## src/rtl/ocf_pkg.sv

```systemverilog
// package for the over-current fault response sequencer
package ocf_pkg;
  // register command codes
  localparam logic [7:0] OCF_CMD_REACTION  = 8'h47;
  localparam logic [7:0] OCF_CMD_LV_THRESH = 8'h48;
  localparam logic [7:0] OCF_CMD_TIME_UNIT = 8'hd2;
  // response byte fields
  localparam int OCF_MODE_HI  = 7;
  localparam int OCF_MODE_LO  = 6;
  localparam int OCF_RETRY_HI = 5;
  localparam int OCF_RETRY_LO = 3;
  localparam int OCF_DLY_HI   = 2;
  localparam int OCF_DLY_LO   = 0;
  localparam logic [1:0] OCF_MODE_CCLV  = 2'h1;
  localparam logic [1:0] OCF_MODE_DELAY = 2'h2;
  localparam logic [1:0] OCF_MODE_OFF   = 2'h3;
  localparam logic [1:0] OCF_MODE_IGNORE = 2'h0;
  localparam logic [2:0] OCF_RETRY_NONE = 3'h0;
  localparam logic [2:0] OCF_RETRY_INF  = 3'h7;
  // reset values
  localparam logic [7:0]  OCF_REACTION_RST = 8'hc0;
  localparam logic [15:0] OCF_LV_RST       = 16'h0000;
  localparam logic [15:0] OCF_UNIT_RST     = 16'h0001;
  // one time unit is this many clocks per unit-register step
  localparam int OCF_CLK_MHZ      = 40;
  localparam int OCF_UNIT_US      = 1;
  localparam int OCF_TICK_CYC     = OCF_UNIT_US * OCF_CLK_MHZ;
  localparam logic [5:0] OCF_TICK_LAST = 6'(OCF_TICK_CYC - 1);

  // register write port
  typedef struct packed {
    logic        wr;
    logic [7:0]  cmd;
    logic [15:0] data;
  } ocf_wr_t;

  typedef enum logic [2:0] {
    OCF_RUN, OCF_LIMIT, OCF_WAIT, OCF_START, OCF_LATCH
  } ocf_state_t;

  // 2 to the delay field, in time units
  function automatic logic [7:0] ocf_units(input logic [2:0] f);
    return 8'(1) << f;
  endfunction : ocf_units
endpackage : ocf_pkg

```

## src/rtl/ocf_timer.sv

```systemverilog
// delay timer counting units of the configured time unit
module ocf_timer
  import ocf_pkg::*;
(
  // clock and reset
  input  wire logic        clk,
  input  wire logic        rst_b,
  // control
  input  wire logic        start,
  input  wire logic        clear,
  input  wire logic [7:0]  units,
  input  wire logic [15:0] unit_len,
  // status
  output logic             done
);
  typedef struct packed {
    logic        run;
    logic        done;
    logic [5:0]  tick;
    logic [15:0] sub;
    logic [7:0]  cnt;
  } ocf_tmr_t;

  ocf_tmr_t st_ff, nxt_st;

  // prescaler gives one enable per unit-register step
  always_comb begin
    nxt_st = st_ff;
    nxt_st.done = 1'b0;
    if (clear) begin
      nxt_st = '0;
    end else if (start) begin
      nxt_st = '0;
      nxt_st.run = 1'b1;
    end else if (st_ff.run) begin
      nxt_st.tick = st_ff.tick + 6'h01;
      if (st_ff.tick == OCF_TICK_LAST) begin
        nxt_st.tick = '0;
        nxt_st.sub = st_ff.sub + 16'h0001;
        // a zero unit length still spends one step per unit
        if (st_ff.sub + 16'h0001 >= unit_len) begin
          nxt_st.sub = '0;
          nxt_st.cnt = st_ff.cnt + 8'h01;
          if (st_ff.cnt + 8'h01 == units) begin
            nxt_st.run = 1'b0;
            nxt_st.done = 1'b1;
          end
        end
      end
    end
  end

  always_ff @(posedge clk) begin
    if (!rst_b) st_ff <= '0;
    else st_ff <= nxt_st;
  end

  assign done = st_ff.done;
endmodule : ocf_timer

```

## src/rtl/ocf_seq.sv

```systemverilog
// over-current fault response sequencer with its settings registers
module ocf_seq
  import ocf_pkg::*;
(
  // clock and reset
  input  wire logic        clk,
  input  wire logic        rst_b,
  // register access
  input  ocf_pkg::ocf_wr_t reg_wr,
  input  wire logic [7:0]  rd_cmd,
  output logic [15:0]      rd_data,
  // power stage status; oc_detect and startup_done are synchronised, vout_low is not
  input  wire logic        oc_detect,
  input  wire logic        vout_low,
  input  wire logic        startup_done,
  // control
  input  wire logic        output_on_cmd,
  input  wire logic        other_fault,
  input  wire logic        clear_fault,
  // power stage control and fault status
  output logic             output_enable,
  output logic             current_limit,
  output logic             oc_fault_status,
  output logic             host_alert
);
  typedef struct packed {
    logic [1:0]  s1;
    logic [1:0]  s2;
    logic [7:0]  reaction;
    logic [15:0] lv_thresh;
    logic [15:0] unit_len;
    ocf_state_t  state;
    logic [2:0]  tries;
    logic        on_q;
    logic        en;
    logic        lim;
    logic        flag;
    logic [15:0] rdata;
  } ocf_st_t;

  ocf_st_t st_ff, nxt_st;
  logic t_start, t_clear, t_done;
  logic oc_s, lv_s, up_s, off_edge;
  logic [1:0] mode;
  logic [2:0] retry;

  assign oc_s  = st_ff.s2[0];
  assign up_s  = st_ff.s2[1];
  assign lv_s  = vout_low;
  assign mode  = st_ff.reaction[OCF_MODE_HI:OCF_MODE_LO];
  assign retry = st_ff.reaction[OCF_RETRY_HI:OCF_RETRY_LO];
  assign off_edge = st_ff.on_q && !output_on_cmd;

  // retry budget left after a failure
  function automatic logic can_retry(input logic [2:0] r,
                                     input logic [2:0] n);
    return (r == OCF_RETRY_INF) ||
           ((r != OCF_RETRY_NONE) && (n < r));
  endfunction : can_retry

  ocf_timer u_timer (
    .clk      (clk),
    .rst_b    (rst_b),
    .start    (t_start),
    .clear    (t_clear),
    .units    (ocf_units(st_ff.reaction[OCF_DLY_HI:OCF_DLY_LO])),
    .unit_len (st_ff.unit_len),
    .done     (t_done)
  );

  // sequencer, registers and synchronisers
  always_comb begin
    nxt_st = st_ff;
    t_start = 1'b0;
    t_clear = 1'b0;
    // first stage read only by second stage
    nxt_st.s1 = {startup_done, oc_detect};
    nxt_st.s2 = st_ff.s1;
    nxt_st.on_q = output_on_cmd;
    if (reg_wr.wr) begin
      if (reg_wr.cmd == OCF_CMD_REACTION) begin
        nxt_st.reaction = reg_wr.data[7:0];
      end else if (reg_wr.cmd == OCF_CMD_LV_THRESH) begin
        nxt_st.lv_thresh = reg_wr.data;
      end else if (reg_wr.cmd == OCF_CMD_TIME_UNIT) begin
        nxt_st.unit_len = reg_wr.data;
      end
    end
    // read mux, unmapped reads zero
    if (rd_cmd == OCF_CMD_REACTION) begin
      nxt_st.rdata = {8'h00, st_ff.reaction};
    end else if (rd_cmd == OCF_CMD_LV_THRESH) begin
      nxt_st.rdata = st_ff.lv_thresh;
    end else if (rd_cmd == OCF_CMD_TIME_UNIT) begin
      nxt_st.rdata = st_ff.unit_len;
    end else begin
      nxt_st.rdata = 16'h0000;
    end
    case (st_ff.state)
      OCF_RUN: begin
        nxt_st.en = output_on_cmd;
        nxt_st.lim = 1'b0;
        if (oc_s && output_on_cmd && mode != OCF_MODE_IGNORE) begin
          nxt_st.flag = 1'b1;
          // fresh budget per fault, else a limit path inherits old tries
          nxt_st.tries = '0;
          if (mode == OCF_MODE_OFF) begin
            nxt_st.en = 1'b0;
            nxt_st.state = OCF_LATCH;
            if (can_retry(retry, 3'h0)) begin
              nxt_st.state = OCF_WAIT;
              t_start = 1'b1;
            end
          end else begin
            nxt_st.lim = 1'b1;
            nxt_st.state = OCF_LIMIT;
            t_start = (mode == OCF_MODE_DELAY);
          end
        end
      end
      OCF_LIMIT: begin
        // mode 01 runs here until voltage sags or clear, off command or other fault aborts
        if (mode == OCF_MODE_CCLV && lv_s) begin
          nxt_st.en = 1'b0;
          nxt_st.lim = 1'b0;
          nxt_st.state = can_retry(retry, 3'h0) ? OCF_WAIT : OCF_LATCH;
          t_start = can_retry(retry, 3'h0);
        end else if (mode == OCF_MODE_DELAY && t_done) begin
          nxt_st.lim = 1'b0;
          if (oc_s) begin
            nxt_st.en = 1'b0;
            nxt_st.state = can_retry(retry, 3'h0) ? OCF_WAIT : OCF_LATCH;
            t_start = can_retry(retry, 3'h0);
          end else begin
            nxt_st.state = OCF_RUN;
          end
        end else if (mode != OCF_MODE_CCLV && !oc_s
                     && mode != OCF_MODE_DELAY) begin
          nxt_st.lim = 1'b0;
          nxt_st.state = OCF_RUN;
        end
      end
      OCF_WAIT: begin
        // delay measured start to start of attempts
        if (t_done) begin
          nxt_st.tries = st_ff.tries + 3'h1;
          nxt_st.en = 1'b1;
          nxt_st.state = OCF_START;
          t_start = 1'b1;
        end
      end
      OCF_START: begin
        if (oc_s) begin
          nxt_st.en = 1'b0;
          nxt_st.flag = 1'b1;
          if (can_retry(retry, st_ff.tries)) begin
            nxt_st.state = OCF_WAIT;
          end else begin
            nxt_st.state = OCF_LATCH;
            t_clear = 1'b1;
          end
        end else if (up_s) begin
          nxt_st.state = OCF_RUN;
          t_clear = 1'b1;
        end
      end
      OCF_LATCH: begin
        nxt_st.en = 1'b0;
      end
      default: nxt_st.state = OCF_RUN;
    endcase
    // clear, off command or other fault aborts the sequence
    if (clear_fault || off_edge || other_fault) begin
      nxt_st.state = OCF_RUN;
      nxt_st.tries = '0;
      nxt_st.en = 1'b0;
      nxt_st.lim = 1'b0;
      t_clear = 1'b1;
      t_start = 1'b0;
    end
    if (clear_fault) nxt_st.flag = 1'b0;
    // set beats clear on the same edge, for new faults and failed restarts
    if (oc_s && ((mode != OCF_MODE_IGNORE && st_ff.state == OCF_RUN
        && output_on_cmd) || st_ff.state == OCF_START)) begin
      nxt_st.flag = 1'b1;
    end
  end

  always_ff @(posedge clk) begin
    if (!rst_b) begin
      st_ff <= '0;
      st_ff.reaction <= OCF_REACTION_RST;
      st_ff.lv_thresh <= OCF_LV_RST;
      st_ff.unit_len <= OCF_UNIT_RST;
      st_ff.state <= OCF_RUN;
    end else begin
      st_ff <= nxt_st;
    end
  end

  assign rd_data         = st_ff.rdata;
  assign output_enable   = st_ff.en;
  assign current_limit   = st_ff.lim;
  assign oc_fault_status = st_ff.flag;
  assign host_alert      = st_ff.flag;

  // mode 11 disables output the edge after the fault is seen
  a_off_at_once: assert property (@(posedge clk) disable iff (!rst_b)
    (st_ff.state == OCF_RUN && oc_s && output_on_cmd && mode == OCF_MODE_OFF
     && !clear_fault && !other_fault && !off_edge)
    |=> !output_enable)
    else $error("mode 11 fault did not disable output");
  a_latch_off: assert property (@(posedge clk) disable iff (!rst_b)
    (st_ff.state == OCF_LATCH) |-> !output_enable)
    else $error("output enabled while latched off");
  a_tries_bound: assert property (@(posedge clk) disable iff (!rst_b)
    (retry != OCF_RETRY_INF && $stable(st_ff.reaction))
    |-> st_ff.tries <= retry)
    else $error("restart count exceeded retry setting");
  a_fail_latch: assert property (@(posedge clk) disable iff (!rst_b)
    (st_ff.state == OCF_START && oc_s && !can_retry(retry, st_ff.tries)
     && !clear_fault && !other_fault && !off_edge)
    |=> st_ff.state == OCF_LATCH)
    else $error("exhausted retries did not latch off");
  a_wait_start: assert property (@(posedge clk) disable iff (!rst_b)
    (st_ff.state == OCF_WAIT && t_done && !clear_fault && !other_fault
     && !off_edge) |=> output_enable && st_ff.state == OCF_START)
    else $error("restart not begun at end of delay");
  a_limit_on: assert property (@(posedge clk) disable iff (!rst_b)
    (st_ff.state == OCF_LIMIT) |-> current_limit && output_enable)
    else $error("limit state without current limiting");
  a_lv_shut: assert property (@(posedge clk) disable iff (!rst_b)
    (st_ff.state == OCF_LIMIT && mode == OCF_MODE_CCLV && lv_s)
    |=> !output_enable)
    else $error("low voltage did not shut output");
  a_clear_reset: assert property (@(posedge clk) disable iff (!rst_b)
    clear_fault |=> st_ff.tries == 3'h0 && st_ff.state == OCF_RUN)
    else $error("clear did not reset sequence");
  a_flag_set: assert property (@(posedge clk) disable iff (!rst_b)
    (st_ff.state == OCF_RUN && oc_s && output_on_cmd
     && mode != OCF_MODE_IGNORE)
    |=> oc_fault_status ##0 host_alert)
    else $error("fault status not set");
  a_thresh_wr: assert property (@(posedge clk) disable iff (!rst_b)
    (reg_wr.wr && reg_wr.cmd == OCF_CMD_LV_THRESH && rd_cmd == OCF_CMD_LV_THRESH)
    ##1 (rd_cmd == OCF_CMD_LV_THRESH) |=> rd_data == $past(reg_wr.data, 2))
    else $error("threshold readback mismatch");

  c_latch: cover property (@(posedge clk) st_ff.state == OCF_LATCH);
  c_retry: cover property (@(posedge clk)
    st_ff.state == OCF_START ##1 st_ff.state == OCF_WAIT);
  c_limit: cover property (@(posedge clk)
    st_ff.state == OCF_LIMIT ##1 st_ff.state == OCF_RUN);
  c_recover: cover property (@(posedge clk)
    st_ff.state == OCF_START ##1 st_ff.state == OCF_RUN);
endmodule : ocf_seq

```

## config.mk

```make
export PLATFORM = sky130hd
export DESIGN_NAME = ocf_seq
export DESIGN_NICKNAME = d
export VERILOG_FILES = /design/src/rtl/ocf_pkg.sv /design/src/rtl/ocf_timer.sv /design/src/rtl/ocf_seq.sv
export SDC_FILE = /design/constraint.sdc
export NUM_CORES = 1
export LEC_CHECK = 0
export BUFFER_PORTS_ARGS = -buffer_cell sky130_fd_sc_hd__buf_2
export CAP_MARGIN = 0
export CORE_UTILIZATION = 40
export CTS_BUF_LIST = sky130_fd_sc_hd__clkbuf_8
export DETAILED_ROUTE_END_ITERATION = 6
export PLACE_DENSITY_LB_ADDON = 0.3
export SLEW_MARGIN = 40
export SYNTH_ARGS = -nofsm -noshare
export SYNTH_HDL_FRONTEND = slang
export SYNTH_SLANG_ARGS = --single-unit
```

## constraint.sdc

```tcl
create_clock -name clk -period 5.22 [get_ports clk]
set_clock_uncertainty 0.05 [all_clocks]
set_input_delay 1.044 -clock clk [delete_from_list [all_inputs] [get_ports clk]]
set_output_delay 1.044 -clock clk [all_outputs]
set_load 0.005 [all_outputs]
```

======== Word-level counts from Yosys, hierarchy flattened ========
Index checks and enable logic that the tools add are counted.
storage, ports and cells
  bits in registers ....................... 102
  logic and storage cells ................. 150
operators by class
  add/sub/neg operators ................... 4
  magnitude comparators ................... 3
  equality and inequality tests ........... 25
  shifts and indexed selects .............. 1
  muxes and demuxes ....................... 51
  bitwise gates (word level) .............. 7
  reductions and logical operators ........ 41
operator list
  cell                     number
  $mux W32                 3
  $eq A8 B7 Y1 const B     4
  $mux W16                 2
  $mux W3                  10
  $mux W24                 1
  $mux W1                  23
  $add A16 B1 Y16 const B  1
  $eq A8 B8 Y1 const B     2
  $ge A16 B16 Y1           1
  $pmux W3 S5              1
  $reduce_and A3 Y1        5
  $logic_and A1 B1 Y1      12
  $mux W6                  2
  $add A8 B1 Y8 const B    1
  $eq A8 B8 Y1             1
  $mux W8                  1
  $ne A4 B3 Y1 const B     2
  $shl A1 B3 Y8 const A    1
  $not A1 Y1               7
  $add A6 B1 Y6 const B    1
  $eq A3 B2 Y1 const B     2
  $eq A3 B3 Y1 const B     2
  $eq A6 B6 Y1 const B     1
  $mux W2                  3
  27 further kinds         43

======== Logic depth before layout (Yosys ltp) ========
Gate-level depths: netlist of the first run.
  depth after elaboration ................. 9
  gate-level depth with buffers ........... 14
  mapped depth without buffers ............ 11

======== Modules after synthesis ========
From an unflattened synthesis of the first run, not the netlist that was laid out.
unflattened totals
  cells, all modules ...................... 619
  area total of the unflattened synthesis .. 5355.1 um2
modules (own cells, without submodules)
  module     instances  cells each  area each (um2)
  ocf_seq    1          366         3240.6
  ocf_timer  1          253         2114.5

======== Worst setup path before layout of the first run ========
OpenSTA, ideal clock, no wires.
  path type ............................... reg-to-reg
  start ................................... register u_timer.st_ff[10] in the netlist's numbering
  end ..................................... register u_timer.st_ff[10] in the netlist's numbering
  setup time .............................. 70 ps
  data arrival time ....................... 2835 ps
  data required time ...................... 5100 ps
  setup slack ............................. 2265 ps
  stages on the path, launching flop included .. 14
  period minus slack after synthesis ...... 2955 ps
  cell sequence ........................... dfxtp_1 clkbuf_1 nand4_1 nor3_1 nand4_1 xnor2_1 ha_1 a21oi_1 o21ai_0 a22oi_1 clkbuf_1 nand3_1 or3_1 a21oi_1
on the way
  cells in the longest elaborated chain, start to end .. 3
ends and longest elaborated chain
  what                    RTL line                          text
  start, declared         ocf_timer.sv:24                   ocf_tmr_t st_ff, nxt_st;
  start signal, assigned  ocf_timer.sv:55                   else st_ff <= nxt_st;
  $add A16 B1 Y16 (*)     ocf_timer.sv:39, ocf_timer.sv:41
  $ge A16 B16 Y1          ocf_timer.sv:41                   if (st_ff.sub + 16'h0001 >= unit_len) begin
  $mux W24 (*)            ocf_timer.sv:41
Every way passes the cells marked *; elsewhere a longest branch is shown, timed or not.
A chain may end at the register's enable or synchronous reset.

======== Final worst setup path of the first run ========
  start ................................... register u_timer.st_ff[8] in the netlist's numbering
  end ..................................... register u_timer.st_ff[31] in the netlist's numbering
on the way
  cells in the longest elaborated chain, start to end .. 6
ends and longest elaborated chain
  what             RTL line         text
  $add A16 B1 Y16  ocf_timer.sv:41
  $ge A16 B16 Y1   ocf_timer.sv:41
  $mux W2          ocf_timer.sv:41
  $mux W32         ocf_timer.sv:37  if (st_ff.tick == OCF_TICK_LAST) begin
  $mux W32         ocf_timer.sv:35  end else if (st_ff.run) begin
  $mux W32         ocf_timer.sv:32  end else if (start) begin
Every way passes these cells.

==> results of run 1 <==
[registers in the layout, summed over array words and instances, names as in the netlist]
register,cells
host_alert,1
nxt_st,2
oc_s,1
u_timer.done,1
mode,2
current_limit,1
output_enable,1
retry,3
u_timer.st_ff,31
st_ff,43
rd_data,16
[power by group]
part	total [uW]	leakage [uW]	internal, uW	switching [uW]
clock network	517	0.000102	228	288
logic	51.4	0.00113	23.3	28.1
registers	782	0.000823	780	2.11
[routing by layer]
metal | share of wire [%] | GRT usage, % | routed length, microns
met5 | 0.11 | 0 | 13
met4 | 2.0 | 7.911 | 243
met3 | 4.1 | 4.247 | 497
met2 | 49 | 31.58 | 5958
met1 | 45 | 21.90 | 5545
[worst register-to-register path, cell delays in order (launching register included)]
cell and delay [ns]:
dfxtp_1 0.47, ha_1 0.27, nand4_1 0.27, nand2b_1 0.25, xnor2_1 0.20, ha_1 0.29, a21oi_1 0.14, a21boi_0 0.11
a311oi_2 0.73, and2_1 0.65, nor3_1 0.10, a211oi_1 0.26
[logic make-up (layout without fill, tap and decap cells)]
| logic type | count (synthesis) | after routing |
|---|---|---|
| fa+ha+maj | 22 | 22 |
| simple gates | 256 | 256 |
| mux | 28 | 28 |
| compound gates | 109 | 109 |
| buf+inv | 84 | 108 |
| flops | 102 | 102 |
| xor+xnor | 36 | 36 |
[stage by stage]
step / cell area [sq um] / utilization, %
final: 5914 / 44.66
after floorplan: 5445 / -
after detailed placement: 5699 / 43.04
after global placement: 5690 / 42.97
after global routing: 5914 / 44.66
after CTS: 5903 / 44.58
[cells in the mapped netlist (10+ instances only)]
library cell / instances / area, sq um
a21boi_0: 17 / 127.6
nand4_1: 12 / 75.07
nor2_1: 37 / 138.9
buf_4: 19 / 142.6
inv_1: 27 / 101.4
dfxtp_1: 102 / 2042
xor2_1: 10 / 87.58
ha_1: 22 / 275.3
nor2b_1: 35 / 219.0
nand3_1: 33 / 165.2
xnor2_1: 26 / 227.7
a21oi_1: 34 / 170.2
mux2i_1: 26 / 260.3
nand2_1: 73 / 274.0
nand2b_1: 10 / 62.56
clkbuf_1: 29 / 108.9
[final cells by class]
cell class                 count  area, sq um  share of cell area (%)
tap                          176        220.2                   3.723
multi-input combinational    451         3012                   50.92
timing repair buffer          65        335.3                   5.670
clock inverter                 7        80.08                   1.354
sequential                   102         2042                   34.53
clock buffer                   9        123.9                   2.094
inverter                      27        101.3                   1.714
[final timing paths]
check | start | end | slack [ns] | cells past startpoint
worst max register to register | u_timer.st_ff[8] | u_timer.st_ff[31] | 1.32 | 11
worst min register to register | nxt_st[67] | st_ff[67] | 0.39 | 1
worst max-delay path | u_timer.st_ff[8] | u_timer.st_ff[31] | 1.32 | 11
worst min-delay path | nxt_st[67] | st_ff[67] | 0.39 | 1
==> run_results.csv, run 1 <==
group,metric,value,unit
status,status,"completed",
die,dieArea,14080,sq um
logic_synthesis,synth-compound-area-share,13.99,%
critical_path,worstPathRequired,5.46,ns
logic_synthesis,ys.warnings.count,0,
place,dp_hpwl,8673,microns
power,leakage,0.002052,uW
route,ant_nets,0,
critical_path,critPathKind,"register to register",
clocking,htreeDepth,3,
cells_and_area,num-nets-final,719,
critical_path,crit_top_cell,"ha_1",
logic_synthesis,syn_area,5445,sq um
timing,drv_slew,0,
power,p_total,1350,uW
clocking,hold_buffers,0,
logic_synthesis,postSynthAreaPerCell,8.548,sq um
logic_synthesis,synth-xor-area-share,5.790,%
logic_synthesis,synthSimpleGateAreaFrac,24.84,%
cells_and_area,drive_gt1_share,14.22,%
logic_synthesis,synth_top_family_by_area,"simple AND/OR/NAND/NOR gates",
timing,worst_pin_slew,0.8191,ns
worst_hold_path,holdCritPathClass,"register to register",
place,place_congestion,0.8128,
place,dp.cells,820,
clocking,post-cts-setup-buffer-count,0,
timing,setup_ws,1.318,ns
logic_synthesis,synth_edf_count,0,
critical_path,crit_buf_inv,0,
place,dp_slack,1.388,ns
job,max_cap_viol_count,0,
route,drtIter0Drc,256,
global_route,grt_pass1_vias,4361,
clocking,clk_pin_slew,0.10,ns
global_route,grt-ovfl-total,0,
timing,finalSetupViolations,0,
global_route,grt_max_degree,56,
cells_and_area,diodes,0,
logic_synthesis,synth_fa_ha_area_share,5.055,%
route,drc,0,
global_route,grt_usage,18.41,%
clocking,clockRootBuffer,"clkbuf_8",
timing,period_share,74.74,%
critical_path,cp_slowest_stage_delay,0.73,ns
clocking,cts.sinks,102,
logic_synthesis,synthMuxAreaShare,5.193,%
logic_synthesis,synth-seq-cells,102,
cells_and_area,stdcell_count,837,
logic_synthesis,seq_area_frac_synth,37.50,%
logic_synthesis,synthCells,637,
power,max-vdd-ir-drop,0.1605,mV
timing,period_minus_slack,3.902,ns
die,fp-row-count,42,
timing,tns,0,ns
die,start_util,41.12,%
place,numPortBuffers,60,
route,firstDrtPassIters,5,
clocking,cts.repair.resized,0,
clocking,cts_buffer_depth,2,
clocking,cts_buffers,9,
power,power.density,228.3,nW/um^2
clocking,insertion_delay,0.39,ns
critical_path,worstPathCellList,"ha_1 -> nand4_1 -> nand2b_1 -> xnor2_1 -> ha_1 -> a21oi_1 -> a21boi_0 -> a311oi_2 -> and2_1 -> nor3_1 -> a211oi_1",
route,num_vias,4496,
die,ios,61,
global_route,antenna_found_initial,1,
critical_path,critPathCaptureType,"register",
critical_path,cp_data_arrival_time,4.14,ns
critical_path,cp_max_fo,15,
timing,rsz0062_at_grt,"false",
die,core-area,13240,sq um
route,wl,12260,microns
die,die_y,118.7,microns
timing,slew_headroom,45.39,%
die,die_w,118.7,microns
route,vias_per_cell,5.372,
logic_synthesis,yosysUniqueCellTypes,60,
timing,whs,0.3880,ns
global_route,grt_first_pass_wirelength,20750,microns
cells_and_area,final_cell_mix,"dfxtp_1, nand2_1, buf_2",
cells_and_area,layout_commonest_cell,"dfxtp_1",
critical_path,start_kind,"register",
clocking,cts_tree,"done",
critical_path,cp_slowest_cell,"a311oi_2",
timing,max_freq,256.3,MHz
logic_synthesis,synth_fp_nets,700,
cells_and_area,fillers,1325,
logic_synthesis,async_flop_share,0,%
route,routedWlPerCell,14.65,microns
timing,hold_viol,0,
cells_and_area,syn_to_final_growth,8.617,%
critical_path,cp_top_family,"simple AND/OR/NAND/NOR gates",
logic_synthesis,ys.flop_type,"dfxtp_1",
Note: power is estimated with default switching activity, not from simulation.
==> inputs of run 2 (changes only) <==
--- a/config.mk
+++ b/config.mk
@@ -5,6 +5,7 @@
 export SDC_FILE = /design/constraint.sdc
 export NUM_CORES = 1
 export LEC_CHECK = 0
+export ABC_AREA = 1
 export BUFFER_PORTS_ARGS = -buffer_cell sky130_fd_sc_hd__buf_2
 export CAP_MARGIN = 0
 export CORE_UTILIZATION = 40
==> constraint.sdc (replaced) <==
create_clock -name clk -period 3.58 [get_ports clk]
set_clock_uncertainty 0.05 [all_clocks]
set_input_delay 0.716 -clock clk [delete_from_list [all_inputs] [get_ports clk]]
set_output_delay 0.716 -clock clk [all_outputs]
set_load 0.005 [all_outputs]
==> run 2 against run 1 <==
  * Non-clock buffer count down 2
  * Area after synthesis down 1.4%
  * Clock power up 28%
  * Critical path type unchanged
  * Largest cell class unchanged
  * Largest power group unchanged
==> run_results.csv, run 2 <==
group,metric,value,unit
timing,drv_slew,0,
logic_synthesis,synth_fa_ha_area_share,5.125,%
cells_and_area,fin_area,5859,sq um
clocking,clk_pin_slew,0.09,ns
critical_path,start_kind,"register",
status,status,"completed",
global_route,grt_max_degree,52,
cells_and_area,layout_commonest_cell,"nand2_1",
route,num_vias,4705,
job,max_cap_viol_count,0,
logic_synthesis,postSynthAreaPerCell,7.096,sq um
clocking,cts_buffer_depth,2,
cells_and_area,fillers,1315,
logic_synthesis,synth_top_cell_by_area,"dfxtp_1",
route,routedWlPerCell,11.94,microns
cells_and_area,largest_reg_flops,43,
die,start_util,41.72,%
power,max-vdd-ir-drop,0.2592,mV
global_route,grt_pass1_vias,4358,
die,dieArea,13900,sq um
power,p_total,1883,uW
timing,max_freq,333.3,MHz
critical_path,startpoint,"u_timer.st_ff[8]",
clocking,cts.sinks,102,
logic_synthesis,synthMuxAreaShare,0,%
logic_synthesis,synthCells,757,
cells_and_area,drive_gt1_share,12.89,%
logic_synthesis,synth-xor-area-share,2.423,%
critical_path,cp_slowest_cell,"dfxtp_1",
die,ios,61,
logic_synthesis,synth_top_family_by_area,"simple AND/OR/NAND/NOR gates",
critical_path,reg2regPathDepth,19,
critical_path,cp_max_fo,10,
clocking,insertion_delay,0.36,ns
timing,worst_pin_slew,0.6042,ns
die,fp-row-count,41,
logic_synthesis,seq_area_frac_synth,38.02,%
route,firstDrtPassIters,5,
power,power.density,321.4,nW/um^2
logic_synthesis,synth-seq-cells,102,
timing,period_minus_slack,3.000,ns
logic_synthesis,async_flop_share,0,%
critical_path,worst-r2r-setup-slack,0.58,ns
timing,finalSetupViolations,0,
route,vias_per_cell,4.846,
power,leakage,0.002612,uW
cells_and_area,num-nets-final,857,
route,drtIter0Drc,262,
clocking,cts_tree,"done",
timing,period_share,83.81,%
critical_path,r2r-start,"u_timer.st_ff[8]",
logic_synthesis,ys.warnings.count,0,
timing,rsz0062_at_grt,"false",
logic_synthesis,synth-compound-area-share,17.94,%
logic_synthesis,synthSimpleGateAreaFrac,23.88,%
logic_synthesis,synthMostInstantiatedCell,"nand2_1",
logic_synthesis,ys.flop_type,"dfxtp_1",
clocking,cts.repair.resized,0,
cells_and_area,syn_to_final_growth,9.085,%
cells_and_area,top_register,"st_ff",
cells_and_area,final_cell_mix,"nand2_1, inv_1, dfxtp_1",
global_route,antenna_found_initial,0,
critical_path,endpoint,"u_timer.st_ff[6]",
logic_synthesis,synth_edf_count,0,
global_route,grt-ovfl-total,0,
critical_path,worstPathCellList,"ha_1 -> nand2_1 -> nor2_2 -> nand3_2 -> nor2_2 -> nand3_1 -> xnor2_1 -> ha_1 -> nand2_1 -> inv_1 -> nand3_1 -> nor3_1 -> nand2_1 -> nand3_2 -> nand2_2 -> inv_2 -> nand2_1 -> nand2_1 -> a21oi_1",
route,wl,11590,microns
critical_path,cp_slowest_stage_delay,0.43,ns
cells_and_area,diodes,0,
place,place_congestion,0.8964,
place,dp_hpwl,8641,microns
critical_path,worstReg2RegEnd,"u_timer.st_ff[6]",
place,numPortBuffers,60,
critical_path,crit_top_cell,"nand2_1",
die,core-area,12880,sq um
logic_synthesis,synth_fp_nets,820,
timing,slew_headroom,59.60,%
global_route,grt_usage,17.83,%
route,ant_nets,0,
critical_path,cp_data_arrival_time,3.20,ns
critical_path,critPathCaptureType,"register",
critical_path,critPathKind,"register to register",
global_route,grt_first_pass_wirelength,20320,microns
worst_hold_path,holdCritPathClass,"register to register",
place,place_area,5684,sq um
clocking,htreeDepth,3,
critical_path,worstPathRequired,3.78,ns
timing,hold_viol,0,
logic_synthesis,synth_top_area_share,38.02,%
logic_synthesis,syn_area,5371,sq um
logic_synthesis,synth.area.top_cells,"dfxtp_1, nand2_1, inv_1",
logic_synthesis,synth_common_cells,"nand2_1, inv_1, dfxtp_1",
clocking,post-cts-setup-buffer-count,0,
clocking,cts_buffers,9,
route,drc,0,
clocking,hold_buffers,0,
clocking,clockRootBuffer,"clkbuf_8",
die,die_w,117.9,microns
logic_synthesis,yosysUniqueCellTypes,44,
timing,tns,0,ns
die,die_y,117.9,microns
## run 2: critical path, delay by kind of cell, from the launching register on
family          cells  cell delay, ns
buf+inv             2            0.25
xor+xnor            1            0.18
compound gates      1            0.04
simple gates       13            1.43
fa+ha+maj           2            0.50
flops               1            0.43
## run 2: worst min-delay path by stage
stage / slack [ns] / end / startpoint / cells after the start
after floorplan: 0.34 / oc_s / nxt_st[66] / 2
after global placement: 0.34 / oc_s / nxt_st[66] / 2
after detailed placement: 0.35 / oc_s / nxt_st[66] / 2
after global routing: 0.40 / st_ff[67] / nxt_st[67] / 2
final: 0.38 / oc_s / nxt_st[66] / 2
after CTS: 0.37 / oc_s / nxt_st[66] / 2
## run 2: stage by stage
step                      setup WS [ns]  hold slack (ns)  cells  util [%]
after floorplan                   1.026           0.3405    757         -
after global placement           0.6645           0.3419    955     44.15
after detailed placement         0.5876           0.3490    955     44.15
after CTS                        0.5528           0.3736    971     45.51
after global routing             0.1570           0.3989    971     45.51
final                            0.5798           0.3752    971     45.51
## run 2: where the power goes
part           internal [uW]  switching, uW
logic                   30.7           50.7
clock network            255            406
registers               1140           2.55
## run 2: area by class of cell
cell class	count	area [sq um]	share of cell area (%)
multi-input cells	499	2658	45.36
flip-flops and latches	102	2042	34.85
inverters	119	446.7	7.623
repair buffers	63	322.8	5.509
well taps	172	215.2	3.673
clock buffers	9	123.9	2.114
clock inverters	7	51.30	0.8755
## run 2: cell families (layout without fill, tap and decap cells)
family | after synthesis | count (layout)
AOI/OAI and AO/OA | 171 | 171
xor gates and xnor gates | 14 | 14
adders and majority gates | 22 | 22
buffers and inverters | 156 | 198
DFF | 102 | 102
and+or+nand+nor | 292 | 292
## run 2: layer usage
metal | share of wire [%] | GRT usage (%) | wire, microns
met5 | 0 | 0 | 0
met4 | 1.6 | 5.369 | 186
met3 | 3.6 | 3.585 | 416
met2 | 46 | 29.71 | 5389
met1 | 48 | 23.07 | 5599
